--- src/common/ivfm_cfg.svh ---
// Purpose: Constants for the input-voltage fault monitor: command codes,
//          field positions, reset values, status bits and timing.
// Assumes: Thresholds use the 16-bit linear format (5-bit exp, 11-bit mantissa).
// Notes:   Definitions only.
`ifndef IVFM_CFG_SVH
`define IVFM_CFG_SVH

// ----------------------------------------------------------------------------
// Command codes
// ----------------------------------------------------------------------------
`define IVFM_CMD_CLEAR_FAULTS  8'h03
`define IVFM_CMD_OV_RESP       8'h56
`define IVFM_CMD_OV_WARN       8'h57
`define IVFM_CMD_UV_WARN       8'h58
`define IVFM_CMD_STATUS_WORD   8'h79
`define IVFM_CMD_STATUS_INPUT  8'h7C

// ----------------------------------------------------------------------------
// Reset values and fields
// ----------------------------------------------------------------------------
`define IVFM_OV_RESP_RST       8'h80
`define IVFM_OV_WARN_RST       16'hD3E0
`define IVFM_UV_WARN_RST       16'hCB80
`define IVFM_MODE_HI           7
`define IVFM_MODE_LO           6
`define IVFM_RETRY_HI          5
`define IVFM_RETRY_LO          3
`define IVFM_DELAY_HI          2
`define IVFM_DELAY_LO          0
`define IVFM_MODE_RETRY        2'h2
`define IVFM_EXP_HI            15
`define IVFM_EXP_LO            11
`define IVFM_MAN_HI            10

// ----------------------------------------------------------------------------
// Status bits and threshold spans
// ----------------------------------------------------------------------------
`define IVFM_SW_INPUT          13
`define IVFM_SW_NOTA           0
`define IVFM_SI_OV_FAULT       7
`define IVFM_SI_OV_WARN        6
`define IVFM_SI_UV_WARN        5
`define IVFM_SI_UV_FAULT       4
`define IVFM_FRAC_BITS         8
`define IVFM_OV_WARN_MAX_V     18
`define IVFM_UV_WARN_MAX_V     16

// ----------------------------------------------------------------------------
// Timing
// ----------------------------------------------------------------------------
`define IVFM_CLK_MHZ           50
`define IVFM_RETRY_UNIT_US     35000
`define IVFM_RETRY_UNIT_CYC    (`IVFM_RETRY_UNIT_US * `IVFM_CLK_MHZ)
`define IVFM_UNIT_W            32

`endif

--- src/common/ivfm_pkg.sv ---
// Purpose: Types shared by the input-voltage fault monitor.
// Assumes: ivfm_cfg.svh is on the include path.
// Notes:   The whole register state is one packed struct.
`default_nettype none
`include "ivfm_cfg.svh"

package ivfm_pkg;

	// ------------------------------------------------------------------------
	// Power stage sequencing states
	// ------------------------------------------------------------------------
	typedef enum logic [1:0] {
		IVFM_ST_OFF,
		IVFM_ST_RUN,
		IVFM_ST_LATCH,
		IVFM_ST_RETRY
	} ivfm_state_t;

	// ------------------------------------------------------------------------
	// Complete state of the monitor
	// ------------------------------------------------------------------------
	typedef struct packed {
		ivfm_state_t              st;
		logic [7:0]               ov_resp;
		logic [15:0]              ov_warn;
		logic [15:0]              uv_warn;
		logic [7:0]               stat_in;
		logic                     sw_nota;
		logic                     sw_input;
		logic                     uv_hold;
		logic [`IVFM_UNIT_W-1:0]  unit_cnt;
		logic [2:0]               slot;
		logic                     tmr_done;
		logic [15:0]              rdata;
		logic                     done;
		logic                     reject;
		logic                     pwr;
		logic                     alert_n;
	} ivfm_regs_t;

endpackage
`default_nettype wire

--- src/ivfm_lin_dec.sv ---
// Purpose: Decode a 16-bit linear word into fixed-point volts and check span.
// Assumes: Exponent in bits 15:11, mantissa in 10:0, both two's complement.
// Notes:   Result carries FRAC_BITS fraction bits; purely combinational.
`timescale 1ns/100ps
`default_nettype none
`include "ivfm_cfg.svh"

module ivfm_lin_dec #(
	parameter int MAX_V = 18
) (
	input  wire logic [15:0]        word_in,
	output logic signed [39:0]      value_out,
	output logic                    in_range_out
);
	import ivfm_pkg::*;

	localparam logic signed [39:0] MAX_FX = 40'(MAX_V) <<< `IVFM_FRAC_BITS;

	// ------------------------------------------------------------------------
	// Mantissa times two to the exponent
	// ------------------------------------------------------------------------
	always_comb begin
		int sh;
		logic signed [39:0] man;
		sh = int'($signed(word_in[`IVFM_EXP_HI:`IVFM_EXP_LO])) + `IVFM_FRAC_BITS;
		man = 40'($signed(word_in[`IVFM_MAN_HI:0]));
		// Small exponents lose fraction bits below 1/256 V, well under a count
		if (sh >= 0) begin
			value_out = man <<< sh;
		end else begin
			value_out = man >>> (-sh);
		end
		in_range_out = (value_out >= 40'sh0) && (value_out <= MAX_FX);
	end

endmodule
`default_nettype wire

--- src/ivfm_top.sv ---
// What this block does
// - Response code 10 means disable and retry
// - Fault drives alert low, sets status bit
// - Fault bits clear only on clear-faults command
// - Retry setting 000 keeps output off latched
// - Other retry settings restart until commanded off
// - Restart waits for input below overvoltage warning
// - Restart interval is (delay+1) times 35 ms
// - Overvoltage warning sets status bits, alerts host
// - Undervoltage warning sets status bits, alerts host
// - Out-of-span threshold writes are refused
// - Undervoltage retry waits for input above warning
//
// Purpose: Input-voltage warning and overvoltage fault response logic.
// Assumes: Measured input is unsigned volts with 8 fraction bits; the fault
//          comparators live elsewhere and arrive as levels.
// Notes:   Commands arrive already framed by the serial bus engine.
`timescale 1ns/100ps
`default_nettype none
`include "ivfm_cfg.svh"

module ivfm_top #(
	parameter int unsigned RETRY_UNIT_CYC = `IVFM_RETRY_UNIT_CYC
) (
	input  wire logic        mclk_in,
	input  wire logic        nrst_in,
	input  wire logic        cmd_valid_in,
	input  wire logic        cmd_write_in,
	input  wire logic [7:0]  cmd_code_in,
	input  wire logic [15:0] cmd_wdata_in,
	output logic [15:0]      cmd_rdata_out,
	output logic             cmd_done_out,
	output logic             cmd_reject_out,
	input  wire logic [15:0] vin_meas_in,
	input  wire logic        vin_ov_fault_in,
	input  wire logic        vin_uv_fault_in,
	input  wire logic        uv_retry_in,
	input  wire logic        enable_in,
	input  wire logic        other_fault_in,
	output logic             power_enable_out,
	output logic             alert_output_n_out,
	output logic             alert_oe_n_out
);
	import ivfm_pkg::*;

	localparam logic [`IVFM_UNIT_W-1:0] UNIT_LAST = `IVFM_UNIT_W'(RETRY_UNIT_CYC - 1);

	ivfm_regs_t         r_q;
	ivfm_regs_t         r_d;
	logic signed [39:0] wr_val_ov;
	logic signed [39:0] wr_val_uv;
	logic signed [39:0] ov_thr;
	logic signed [39:0] uv_thr;
	logic               wr_ok_ov;
	logic               wr_ok_uv;
	logic signed [39:0] vin_fx;
	logic               above_ov;
	logic               below_uv;
	logic               clear_cmd;
	logic               retry_code;

	// ------------------------------------------------------------------------
	// Threshold decoders
	// ------------------------------------------------------------------------
	// decode words
	ivfm_lin_dec #(.MAX_V(`IVFM_OV_WARN_MAX_V)) u_dec_wov (
		.word_in(cmd_wdata_in), .value_out(wr_val_ov), .in_range_out(wr_ok_ov));
	ivfm_lin_dec #(.MAX_V(`IVFM_UV_WARN_MAX_V)) u_dec_wuv (
		.word_in(cmd_wdata_in), .value_out(wr_val_uv), .in_range_out(wr_ok_uv));
	ivfm_lin_dec #(.MAX_V(`IVFM_OV_WARN_MAX_V)) u_dec_ov (
		.word_in(r_q.ov_warn), .value_out(ov_thr), .in_range_out());
	ivfm_lin_dec #(.MAX_V(`IVFM_UV_WARN_MAX_V)) u_dec_uv (
		.word_in(r_q.uv_warn), .value_out(uv_thr), .in_range_out());

	// Comparisons against the live thresholds
	assign vin_fx    = $signed({24'h0, vin_meas_in});
	assign above_ov  = vin_fx > ov_thr;
	assign below_uv  = vin_fx < uv_thr;
	assign clear_cmd = cmd_valid_in && cmd_write_in
		&& (cmd_code_in == `IVFM_CMD_CLEAR_FAULTS);
	assign retry_code = (r_q.ov_resp[`IVFM_MODE_HI:`IVFM_MODE_LO] == `IVFM_MODE_RETRY)
		&& (r_q.ov_resp[`IVFM_RETRY_HI:`IVFM_RETRY_LO] != 3'h0);

	// ------------------------------------------------------------------------
	// Next-state logic
	// ------------------------------------------------------------------------
	always_comb begin
		r_d = r_q;
		r_d.done = 1'b0;
		r_d.reject = 1'b0;

		// Command decode; byte registers read back zero-extended, warning thresholds as full 16-bit words
		if (cmd_valid_in) begin
			r_d.done = 1'b1;
			r_d.rdata = 16'h0000;
			case (cmd_code_in)
				`IVFM_CMD_CLEAR_FAULTS: begin
					r_d.reject = !cmd_write_in;
				end
				`IVFM_CMD_OV_RESP: begin
					if (cmd_write_in) begin
						r_d.ov_resp = cmd_wdata_in[7:0];
					end
					r_d.rdata = {8'h00, r_q.ov_resp};
				end
				`IVFM_CMD_OV_WARN: begin
					if (cmd_write_in && wr_ok_ov) begin
						r_d.ov_warn = cmd_wdata_in;
					end
					r_d.reject = cmd_write_in && !wr_ok_ov;
					r_d.rdata = r_q.ov_warn;
				end
				`IVFM_CMD_UV_WARN: begin
					if (cmd_write_in && wr_ok_uv) begin
						r_d.uv_warn = cmd_wdata_in;
					end
					r_d.reject = cmd_write_in && !wr_ok_uv;
					r_d.rdata = r_q.uv_warn;
				end
				`IVFM_CMD_STATUS_WORD: begin
					r_d.reject = cmd_write_in;
					r_d.rdata[`IVFM_SW_INPUT] = r_q.sw_input;
					r_d.rdata[`IVFM_SW_NOTA] = r_q.sw_nota;
				end
				`IVFM_CMD_STATUS_INPUT: begin
					r_d.reject = cmd_write_in;
					r_d.rdata = {8'h00, r_q.stat_in};
				end
				default: begin
					r_d.reject = 1'b1;
				end
			endcase
		end

		// clear first, so a same-cycle set below wins
		if (clear_cmd) begin
			r_d.stat_in = 8'h00;
			r_d.sw_nota = 1'b0;
			r_d.sw_input = 1'b0;
		end
		if (vin_ov_fault_in) begin
			r_d.stat_in[`IVFM_SI_OV_FAULT] = 1'b1;
		end
		if (above_ov) begin
			r_d.stat_in[`IVFM_SI_OV_WARN] = 1'b1;
		end
		if (below_uv) begin
			r_d.stat_in[`IVFM_SI_UV_WARN] = 1'b1;
		end
		if (vin_uv_fault_in) begin
			r_d.stat_in[`IVFM_SI_UV_FAULT] = 1'b1;
		end
		if (vin_ov_fault_in || above_ov || below_uv || vin_uv_fault_in) begin
			r_d.sw_nota = 1'b1;
			r_d.sw_input = 1'b1;
		end

		// undervoltage hold released above the warning level with retry, else by clear-faults
		if (vin_uv_fault_in) begin
			r_d.uv_hold = 1'b1;
		end else if (r_q.uv_hold && ((uv_retry_in && vin_fx > uv_thr)
			|| (!uv_retry_in && clear_cmd))) begin
			r_d.uv_hold = 1'b0;
		end

		// Retry timer: whole 35 ms units counted up to delay+1
		if (r_q.st == IVFM_ST_RETRY && !r_q.tmr_done) begin
			if (r_q.unit_cnt == UNIT_LAST) begin
				r_d.unit_cnt = '0;
				r_d.slot = r_q.slot + 3'h1;
				r_d.tmr_done = r_q.slot == r_q.ov_resp[`IVFM_DELAY_HI:`IVFM_DELAY_LO];
			end else begin
				r_d.unit_cnt = r_q.unit_cnt + `IVFM_UNIT_W'(1);
			end
		end

		// Sequencing; command-off and other faults force OFF except from LATCH or an idle fault latch below
		if (!enable_in || other_fault_in) begin
			r_d.st = (r_q.st == IVFM_ST_LATCH) ? IVFM_ST_LATCH : IVFM_ST_OFF;
		end else begin
			case (r_q.st)
				IVFM_ST_OFF: begin
					r_d.st = IVFM_ST_RUN;
				end
				IVFM_ST_RUN: begin
					if (vin_ov_fault_in) begin
						r_d.st = retry_code ? IVFM_ST_RETRY : IVFM_ST_LATCH;
						r_d.unit_cnt = '0;
						r_d.slot = 3'h0;
						r_d.tmr_done = 1'b0;
					end
				end
				IVFM_ST_LATCH: begin
					if (clear_cmd && !vin_ov_fault_in) begin
						r_d.st = IVFM_ST_OFF;
					end
				end
				IVFM_ST_RETRY: begin
					// wait for input below the warning level
					if (r_q.tmr_done && !above_ov && !vin_ov_fault_in) begin
						r_d.st = IVFM_ST_RUN;
					end
				end
				default: begin
					r_d.st = IVFM_ST_OFF;
				end
			endcase
		end
		// An overvoltage fault seen while idle still latches if not retrying
		if (r_q.st == IVFM_ST_OFF && vin_ov_fault_in && !retry_code) begin
			r_d.st = IVFM_ST_LATCH;
		end

		r_d.pwr = (r_d.st == IVFM_ST_RUN) && !r_d.uv_hold && !vin_ov_fault_in;
		// alert low while any status bit stands
		r_d.alert_n = !(|r_d.stat_in);
	end

	// ------------------------------------------------------------------------
	// State register
	// ------------------------------------------------------------------------
	always_ff @(posedge mclk_in) begin
		if (!nrst_in) begin
			r_q <= '0;
			r_q.st <= IVFM_ST_OFF;
			r_q.ov_resp <= `IVFM_OV_RESP_RST;
			r_q.ov_warn <= `IVFM_OV_WARN_RST;
			r_q.uv_warn <= `IVFM_UV_WARN_RST;
			r_q.alert_n <= 1'b1;
		end else begin
			r_q <= r_d;
		end
	end

	assign cmd_rdata_out      = r_q.rdata;
	assign cmd_done_out       = r_q.done;
	assign cmd_reject_out     = r_q.reject;
	assign power_enable_out   = r_q.pwr;
	assign alert_output_n_out = r_q.alert_n;
	assign alert_oe_n_out     = r_q.alert_n;

	// ------------------------------------------------------------------------
	// Checks
	// ------------------------------------------------------------------------
	logic [39:0] retry_cyc;
	always_ff @(posedge mclk_in) begin
		if (!nrst_in || r_q.st != IVFM_ST_RETRY) begin
			retry_cyc <= 40'h0;
		end else begin
			retry_cyc <= retry_cyc + 40'h1;
		end
	end
endmodule
`default_nettype wire
--- config.mk ---
export PLATFORM = sky130hd
export DESIGN_NAME = ivfm_top
export DESIGN_NICKNAME = d
export VERILOG_FILES = /design/src/common/ivfm_pkg.sv /design/src/ivfm_lin_dec.sv /design/src/ivfm_top.sv
export VERILOG_INCLUDE_DIRS = /design/src /design/src/common
export SDC_FILE = /design/constraint.sdc
export NUM_CORES = 1
export LEC_CHECK = 0
export BUFFER_PORTS_ARGS = -buffer_cell sky130_fd_sc_hd__buf_2
export CORE_MARGIN = 2
export CORE_UTILIZATION = 35
export CTS_CLUSTER_DIAMETER = 120
export DETAILED_ROUTE_END_ITERATION = 8
export HOLD_SLACK_MARGIN = 0.15
export PLACE_DENSITY = 0.6
export SLEW_MARGIN = 20
export SYNTH_ARGS = -nofsm -noshare
export SYNTH_HDL_FRONTEND = slang
export SYNTH_HIERARCHICAL = 1
export SYNTH_SLANG_ARGS = --single-unit
export TNS_END_PERCENT = 10
--- constraint.sdc ---
create_clock -name mclk_in -period 6.4 [get_ports mclk_in]
set_clock_uncertainty 0.2 [all_clocks]
set_input_delay 0.32 -clock mclk_in [delete_from_list [all_inputs] [get_ports mclk_in]]
set_output_delay 0.32 -clock mclk_in [all_outputs]
set_load 0.01 [all_outputs]
After elaboration in Yosys (flattened, before gate mapping)
Cells that the tools add are included.
{ "totals": {"regBits": 109, "out_inout_bits": 21, "elab_cells": 128} }
{ "op_classes": {"add_sub_neg": 8, "magnitude_cmp": 9, "n_eq_ne": 13, "shifts": 6, "mux": 31, "reduce_logical": 45} }
{ "ops": {"columns": ["cell", "count"], "rows": [
  ["36-bit 2-to-1 mux", 4],
  ["40-bit 2-to-1 mux", 3],
  ["11-bit by 32-bit <<< shifter with 40-bit output", 3],
  ["11-bit by 32-bit >>> shifter with 40-bit output", 3],
  ["32-bit by 1-bit >= comparator with 1-bit output (second input constant)", 3],
  ["32-bit negator", 3],
  ["17-bit by 40-bit greater-than comparator with 1-bit output", 2],
  ["40-bit by 14-bit <= comparator with 1-bit output (second input constant)", 2],
  ["12-bit case mux with 4 select lines", 1],
  ["8-bit by 7-bit equality test with 1-bit output (second input constant)", 5],
  ["40-bit by 1-bit >= comparator with 1-bit output (second input constant)", 1],
  ["17-bit by 40-bit < comparator with 1-bit output", 1],
  ["32-bit by 1-bit adder with 32-bit output (second input constant)", 1],
  ["32-bit by 21-bit equality test with 1-bit output (second input constant)", 1],
  ["32-bit 2-to-1 mux", 1],
  ["1-bit logical AND", 20],
  ["5-bit by 5-bit adder with 6-bit output (second input constant)", 3],
  ["2-bit 2-to-1 mux", 8],
  ["1-bit logical NOT", 11],
  ["10-bit 2-to-1 mux", 1],
  ["1-bit case mux with 5 select lines", 2],
  ["3-bit AND reduction", 3],
  ["8-bit by 2-bit equality test with 1-bit output (second input constant)", 1],
  ["2-bit case mux with 4 select lines", 1],
  ["15 further kinds", 28]
]} }

Longest topological paths before layout
{ "logic_depth": {"word_depth": 15, "ltp_mapped": 24} }

By module
The synthesis kept the hierarchy.
{ "modules_own_cells": {"columns": ["mod", "n_inst", "cells_per_inst", "area_per_inst_um2", "seq_area_each_um2"], "rows": [
  ["ivfm_top", 1, 711, 5788.1, 2162.1],
  ["ivfm_lin_dec (u_dec_uv ...)", 2, 377, 2561.2, 0.0],
  ["ivfm_lin_dec (u_dec_ov ...)", 2, 358, 2383.5, 0.0]
]} }

Worst setup path after synthesis
OpenSTA, ideal clock, no wires.
{ "synth_path": {"path_kind": "register -> register", "start": "register r_q[81] (netlist bit)", "end": "register r_q, in the netlist alert_oe_n_out", "arrival_time_ps": 5132, "required_time_ps": 6099, "setup_slack_ps": 967, "stages_incl_launch_ff": 23, "path_buffers": 5, "period_less_slack_ps": 5433, "path_cell_list": "dfxtp_1 -> clkbuf_1 -> clkinv_1 -> ha_1 -> clkbuf_1 -> buf_1 -> buf_1 -> nand3_1 -> ha_1 -> nor4b_4 -> nand3_2 -> clkbuf_1 -> a2111oi_0 -> o21ai_1 -> o31ai_1 -> inv_1 -> ha_1 -> nand2_1 -> nor4_1 -> o21ai_0 -> a311oi_1 -> o21ai_1 -> o41ai_1"} }
{ "synth_between": {"elab_chain_len": 8, "word_cells_on_any_way": 10, "cone_classes": "add/sub: 2; order compare: 2; shift: 2; mux: 2; reduce/logical: 2"} }
{ "synth_rtl": {"columns": ["element", "line_no", "text"], "rows": [
  ["start, declared", "ivfm_top.sv:48", "ivfm_regs_t r_q;"],
  ["start signal, assigned", "ivfm_top.sv:231", "r_q <= r_d;"],
  ["5-bit by 5-bit adder with 6-bit output (no line) *", null, null],
  ["32-bit negator", "ivfm_lin_dec.sv:31", "value_out = man >>> (-sh);"],
  ["11-bit by 32-bit >>> shifter with 40-bit output", "ivfm_lin_dec.sv:31", null],
  ["40-bit 2-to-1 mux *", "ivfm_lin_dec.sv:28", "if (sh >= 0) begin"],
  ["net uv_thr[6]", "ivfm_top.sv:53", "logic signed [39:0] uv_thr;"],
  ["17-bit by 40-bit < comparator with 1-bit output *", "ivfm_top.sv:78", "assign below_uv = vin_fx < uv_thr;"],
  ["1-bit 2-to-1 mux *", "ivfm_top.sv:147", "if (below_uv) begin"],
  ["8-bit OR reduction *", "ivfm_top.sv:216", "r_d.alert_n = !(|r_d.stat_in);"],
  ["1-bit logical NOT *", "ivfm_top.sv:216", null]
]} }
The timed path passes the listed nets; every way through them passes the cells marked *.
A chain may end at the register's enable or synchronous reset.

Final worst setup path
{ "layout_path": {"start": "register r_q[97] (netlist bit)", "end": "register r_q, in the netlist alert_oe_n_out"} }
{ "layout_between": {"elab_chain_len": 8, "word_cells_on_any_way": 10, "cone_classes": "add/sub: 2; order compare: 2; shift: 2; mux: 2; reduce/logical: 2"} }
{ "layout_rtl": {"columns": ["element", "line_no", "text"], "rows": [
  ["5-bit by 5-bit adder with 6-bit output (no line) *", null, null],
  ["32-bit negator", "ivfm_lin_dec.sv:31", null],
  ["11-bit by 32-bit >>> shifter with 40-bit output", "ivfm_lin_dec.sv:31", null],
  ["40-bit 2-to-1 mux *", "ivfm_lin_dec.sv:28", null],
  ["net ov_thr[8]", "ivfm_top.sv:52", "logic signed [39:0] ov_thr;"],
  ["17-bit by 40-bit greater-than comparator with 1-bit output *", "ivfm_top.sv:77", "assign above_ov = vin_fx > ov_thr;"],
  ["1-bit 2-to-1 mux *", "ivfm_top.sv:144", "if (above_ov) begin"],
  ["8-bit OR reduction *", "ivfm_top.sv:216", null],
  ["1-bit logical NOT *", "ivfm_top.sv:216", null]
]} }
Marked as above.

==> results.json <==
{
  "crit_family": "simple AND/OR/NAND/NOR gates",
  "floorplan.die.height_um": 211,
  "die-width_um": 211,
  "startpoint_type": "flip-flop",
  "grt_pass1_vias": 14697,
  "ios": 70,
  "static_leakage_nw": 5.88,
  "detail-route-antenna-nets": 0,
  "finalSetupTns_ns": 0,
  "cts.clk_slew.worst_paths_ns": 0.08,
  "grt_most_used_layer": "met2",
  "yosys_warnings": 6,
  "design_power_total_mw": 1.71,
  "final_layout_size_suffix_gt1_share_pct": 12.6,
  "worstPathRequired_ns": 6.51,
  "clk_latency_ns": 0.37,
  "holdCritPathClass": "in -> reg",
  "grt.met2_usage_pct": 35.7,
  "critical_path.max_fanout": 18,
  "wl_per_cell_um": 20.5,
  "synthesis.nets": 2181,
  "post_detailed_route_via_to_cell_ratio": 6.29,
  "tritoncts_num_sinks": 108,
  "finalHoldWorstSlack_ns": 0.183,
  "detail_route.iter0.violations": 2047,
  "dpl.cell_count": 2515,
  "area_of_the_die_mm2": 0.0445,
  "place.gp.congestion": 0.967,
  "relative_contribution_of_the_clock_network_to_total_power_pct": 32.5,
  "ctsResizeCount": 0,
  "power.share.combinational_pct": 27.5,
  "r2r_slack_ns": 0.29,
  "nets": 2115,
  "r2r-start": "r_q[97]$_SDFFE_PN1P_",
  "n_fill_cell": 4406,
  "crit_path_cell_trace": "inv_1 -> buf_4 -> ha_1 -> nand3_1 -> ha_1 -> nand3b_1 -> nor3_1 -> nand3_1 -> or4_1 -> o211ai_1 -> inv_1 -> ha_1 -> nand4_1 -> or2_2 -> o22ai_1 -> o32ai_1 -> o21ai_1 -> o41ai_1 -> dlygate4sd3_1",
  "outcome": "finished, final reports clean",
  "critPathMaxStageDelay_ns": 0.63,
  "grt_setup_unrepaired": "false",
  "core-area_mm2": 0.0421,
  "antenna_found_initial": 1,
  "switching_share_pct": 34.2,
  "tightest_slew_ns": 1.09,
  "vdd_drop_max_v": 0.000109,
  "port-buffer-count": 69,
  "clock_tree.htree_level_count": 3,
  "cts_buffers": 9,
  "post_synth_instance_area_mm2": 0.0150,
  "grtUsageMet1_pct": 31.5,
  "timing.final.setup_violations": 0,
  "setup.worst_path.end_class": "flip-flop",
  "dpl_worst_slack_ns": 0.601,
  "power_density_mw_per_mm2": 109,
  "design_area_mm2": 0.0157,
  "detailed_place.area_mm2": 0.0153,
  "fin_crit_ns": 6.11,
  "syn_area_per_cell_um2": 7.29,
  "worst_slack_ns": 0.291,
  "initial_core_utilization_pct": 35.6,
  "grt-ovfl-total": 0,
  "max_freq_ghz": 0.164,
  "placement_rows": 75,
  "switchingPower_uw": 585,
  "detail_route.wirelength_mm": 52.1,
  "slew_headroom_pct": 26.9,
  "timing.max_cap.violations": 0,
  "drt-pass1-iter-count": 7,
  "grt_start_max_net_pins": 72,
  "crit_cells": 19,
  "clockBufferDepth": 2,
  "detailroute.via_count": 15963,
  "post_route_clock_period_utilization_pct": 95.5,
  "grt_resource_usage_total_pct": 22.7,
  "crit_slowest_cell": "sky130_fd_sc_hd__ha_1",
  "cp.buffers_inverters": 4,
  "final-max-slew-violation-count": 0,
  "critPathKind": "reg -> reg",
  "critPathMostFrequentCell": "sky130_fd_sc_hd__ha_1",
  "grt_pass1_wl_mm": 81.7,
  "intPower_mw": 1.12,
  "gr-usage-met3_pct": 3.35,
  "hold_path.startpoint": "uv_retry_in",
  "holdPathEnd": "r_q[56]$_SDFF_PN0_",
  "whs_path_depth": 3,
  "final_cell_count_no_fill": 2537,
  "share_seq_of_total_power_pct": 39.9,
  "critPathArrivalTime_ns": 6.22,
  "drc": 0,
  "cts_tree": "done",
  "r2r.worst_path.cells": 19,
  "syn-instance-count": 2058,
  "clock_tree.root_cell": "sky130_fd_sc_hd__clkbuf_16",
  "syn_to_final_growth_pct": 4.29,
  "hold_violations": 0,
  "reg2reg_to": "alert_oe_n_out$_SDFF_PN1_",
  "finish.utilization_pct": 37.1,
  "dp_hpwl_mm": 37.3
}
-- worst max-delay path by stage --
stage,to,from
2_1_floorplan,alert_oe_n_out$_SDFF_PN1_,r_q[81]$_SDFFE_PN1P_
5_1_grt,alert_oe_n_out$_SDFF_PN1_,r_q[81]$_SDFFE_PN1P_
4_1_cts,alert_oe_n_out$_SDFF_PN1_,r_q[97]$_SDFFE_PN1P_
6_report,alert_oe_n_out$_SDFF_PN1_,r_q[97]$_SDFFE_PN1P_
3_3_place_gp,r_q[97]$_SDFFE_PN1P_,cmd_wdata_in[11]
3_5_place_dp,r_q[95]$_SDFFE_PN1P_,cmd_wdata_in[11]
-- cells in the final DEF (no fill, tap or decap), types with 19 or more instances in the layout --
| master | n |
|---|---|
| sky130_fd_sc_hd__a21oi_1 | 109 |
| sky130_fd_sc_hd__and2_1 | 27 |
| sky130_fd_sc_hd__dfxtp_1 | 107 |
| sky130_fd_sc_hd__a211oi_1 | 29 |
| sky130_fd_sc_hd__o21ai_0 | 112 |
| sky130_fd_sc_hd__o211ai_1 | 27 |
| sky130_fd_sc_hd__nor2_1 | 181 |
| sky130_fd_sc_hd__nor4_1 | 26 |
| sky130_fd_sc_hd__ha_1 | 70 |
| sky130_fd_sc_hd__mux2_2 | 32 |
| sky130_fd_sc_hd__o31ai_1 | 26 |
| sky130_fd_sc_hd__and3_1 | 33 |
| sky130_fd_sc_hd__mux4_2 | 38 |
| sky130_fd_sc_hd__nor3_1 | 44 |
| sky130_fd_sc_hd__xnor2_1 | 23 |
| sky130_fd_sc_hd__nand4_1 | 45 |
| sky130_fd_sc_hd__a22oi_1 | 27 |
| sky130_fd_sc_hd__nor2b_1 | 40 |
| sky130_fd_sc_hd__nand3_1 | 82 |
| sky130_fd_sc_hd__a31oi_1 | 19 |
| sky130_fd_sc_hd__inv_1 | 63 |
| sky130_fd_sc_hd__mux2i_1 | 63 |
| sky130_fd_sc_hd__nand2_1 | 282 |
| sky130_fd_sc_hd__buf_2 | 68 |
| sky130_fd_sc_hd__buf_4 | 36 |
| sky130_fd_sc_hd__nand2b_1 | 20 |
-- metal layers --
metal / up-vias / wire, um
met3: 120 / 4120
met5: - / 0
met2: 796 / 23200
li1: 7459 / -
met4: 0 / 1820
met1: 7588 / 23000
-- worst min-delay path: stages --
cell and delay [ns]:
sky130_fd_sc_hd__buf_2 0.11, sky130_fd_sc_hd__a31oi_1 0.11, sky130_fd_sc_hd__o21a_1 0.17
-- registers in the layout, indices dropped and copies added, names as in the netlist --
register and count:
r_q 88, power_enable_out 1, alert_oe_n_out 1, cmd_done_out 1
cmd_reject_out 1, cmd_rdata_out 16
-- repair_timing --
| action | 4_1_cts | 5_1_grt |
|---|---|---|
| hold endpoints to repair | 8 | 0 |
| hold buffers | 5 | 0 |
| buffers inserted | 0 | 0 |
-- layout make-up --
cell class | instances | area (um^2) | share of cell area (%)
multi-input combinational | 1690 | 11600 | 74.0
sequential | 108 | 2160 | 13.8
tap | 539 | 674 | 4.31
timing repair buffer | 109 | 661 | 4.22
inverter | 74 | 278 | 1.77
clock buffer | 10 | 229 | 1.46
clock inverter | 6 | 58.8 | 0.376
antenna | 1 | 2.50 | 0.0160
-- power by group through the flow --
stage	logic (mW)	registers, mW	clock network (mW)
after floorplan	0.327	0.696	0
after global placement	0.453	0.698	0
after detailed placement	0.455	0.698	0
after CTS	0.460	0.682	0.572
after global routing	0.509	0.683	0.596
final	0.471	0.683	0.556
Note: power is estimated with default switching activity, not from simulation.
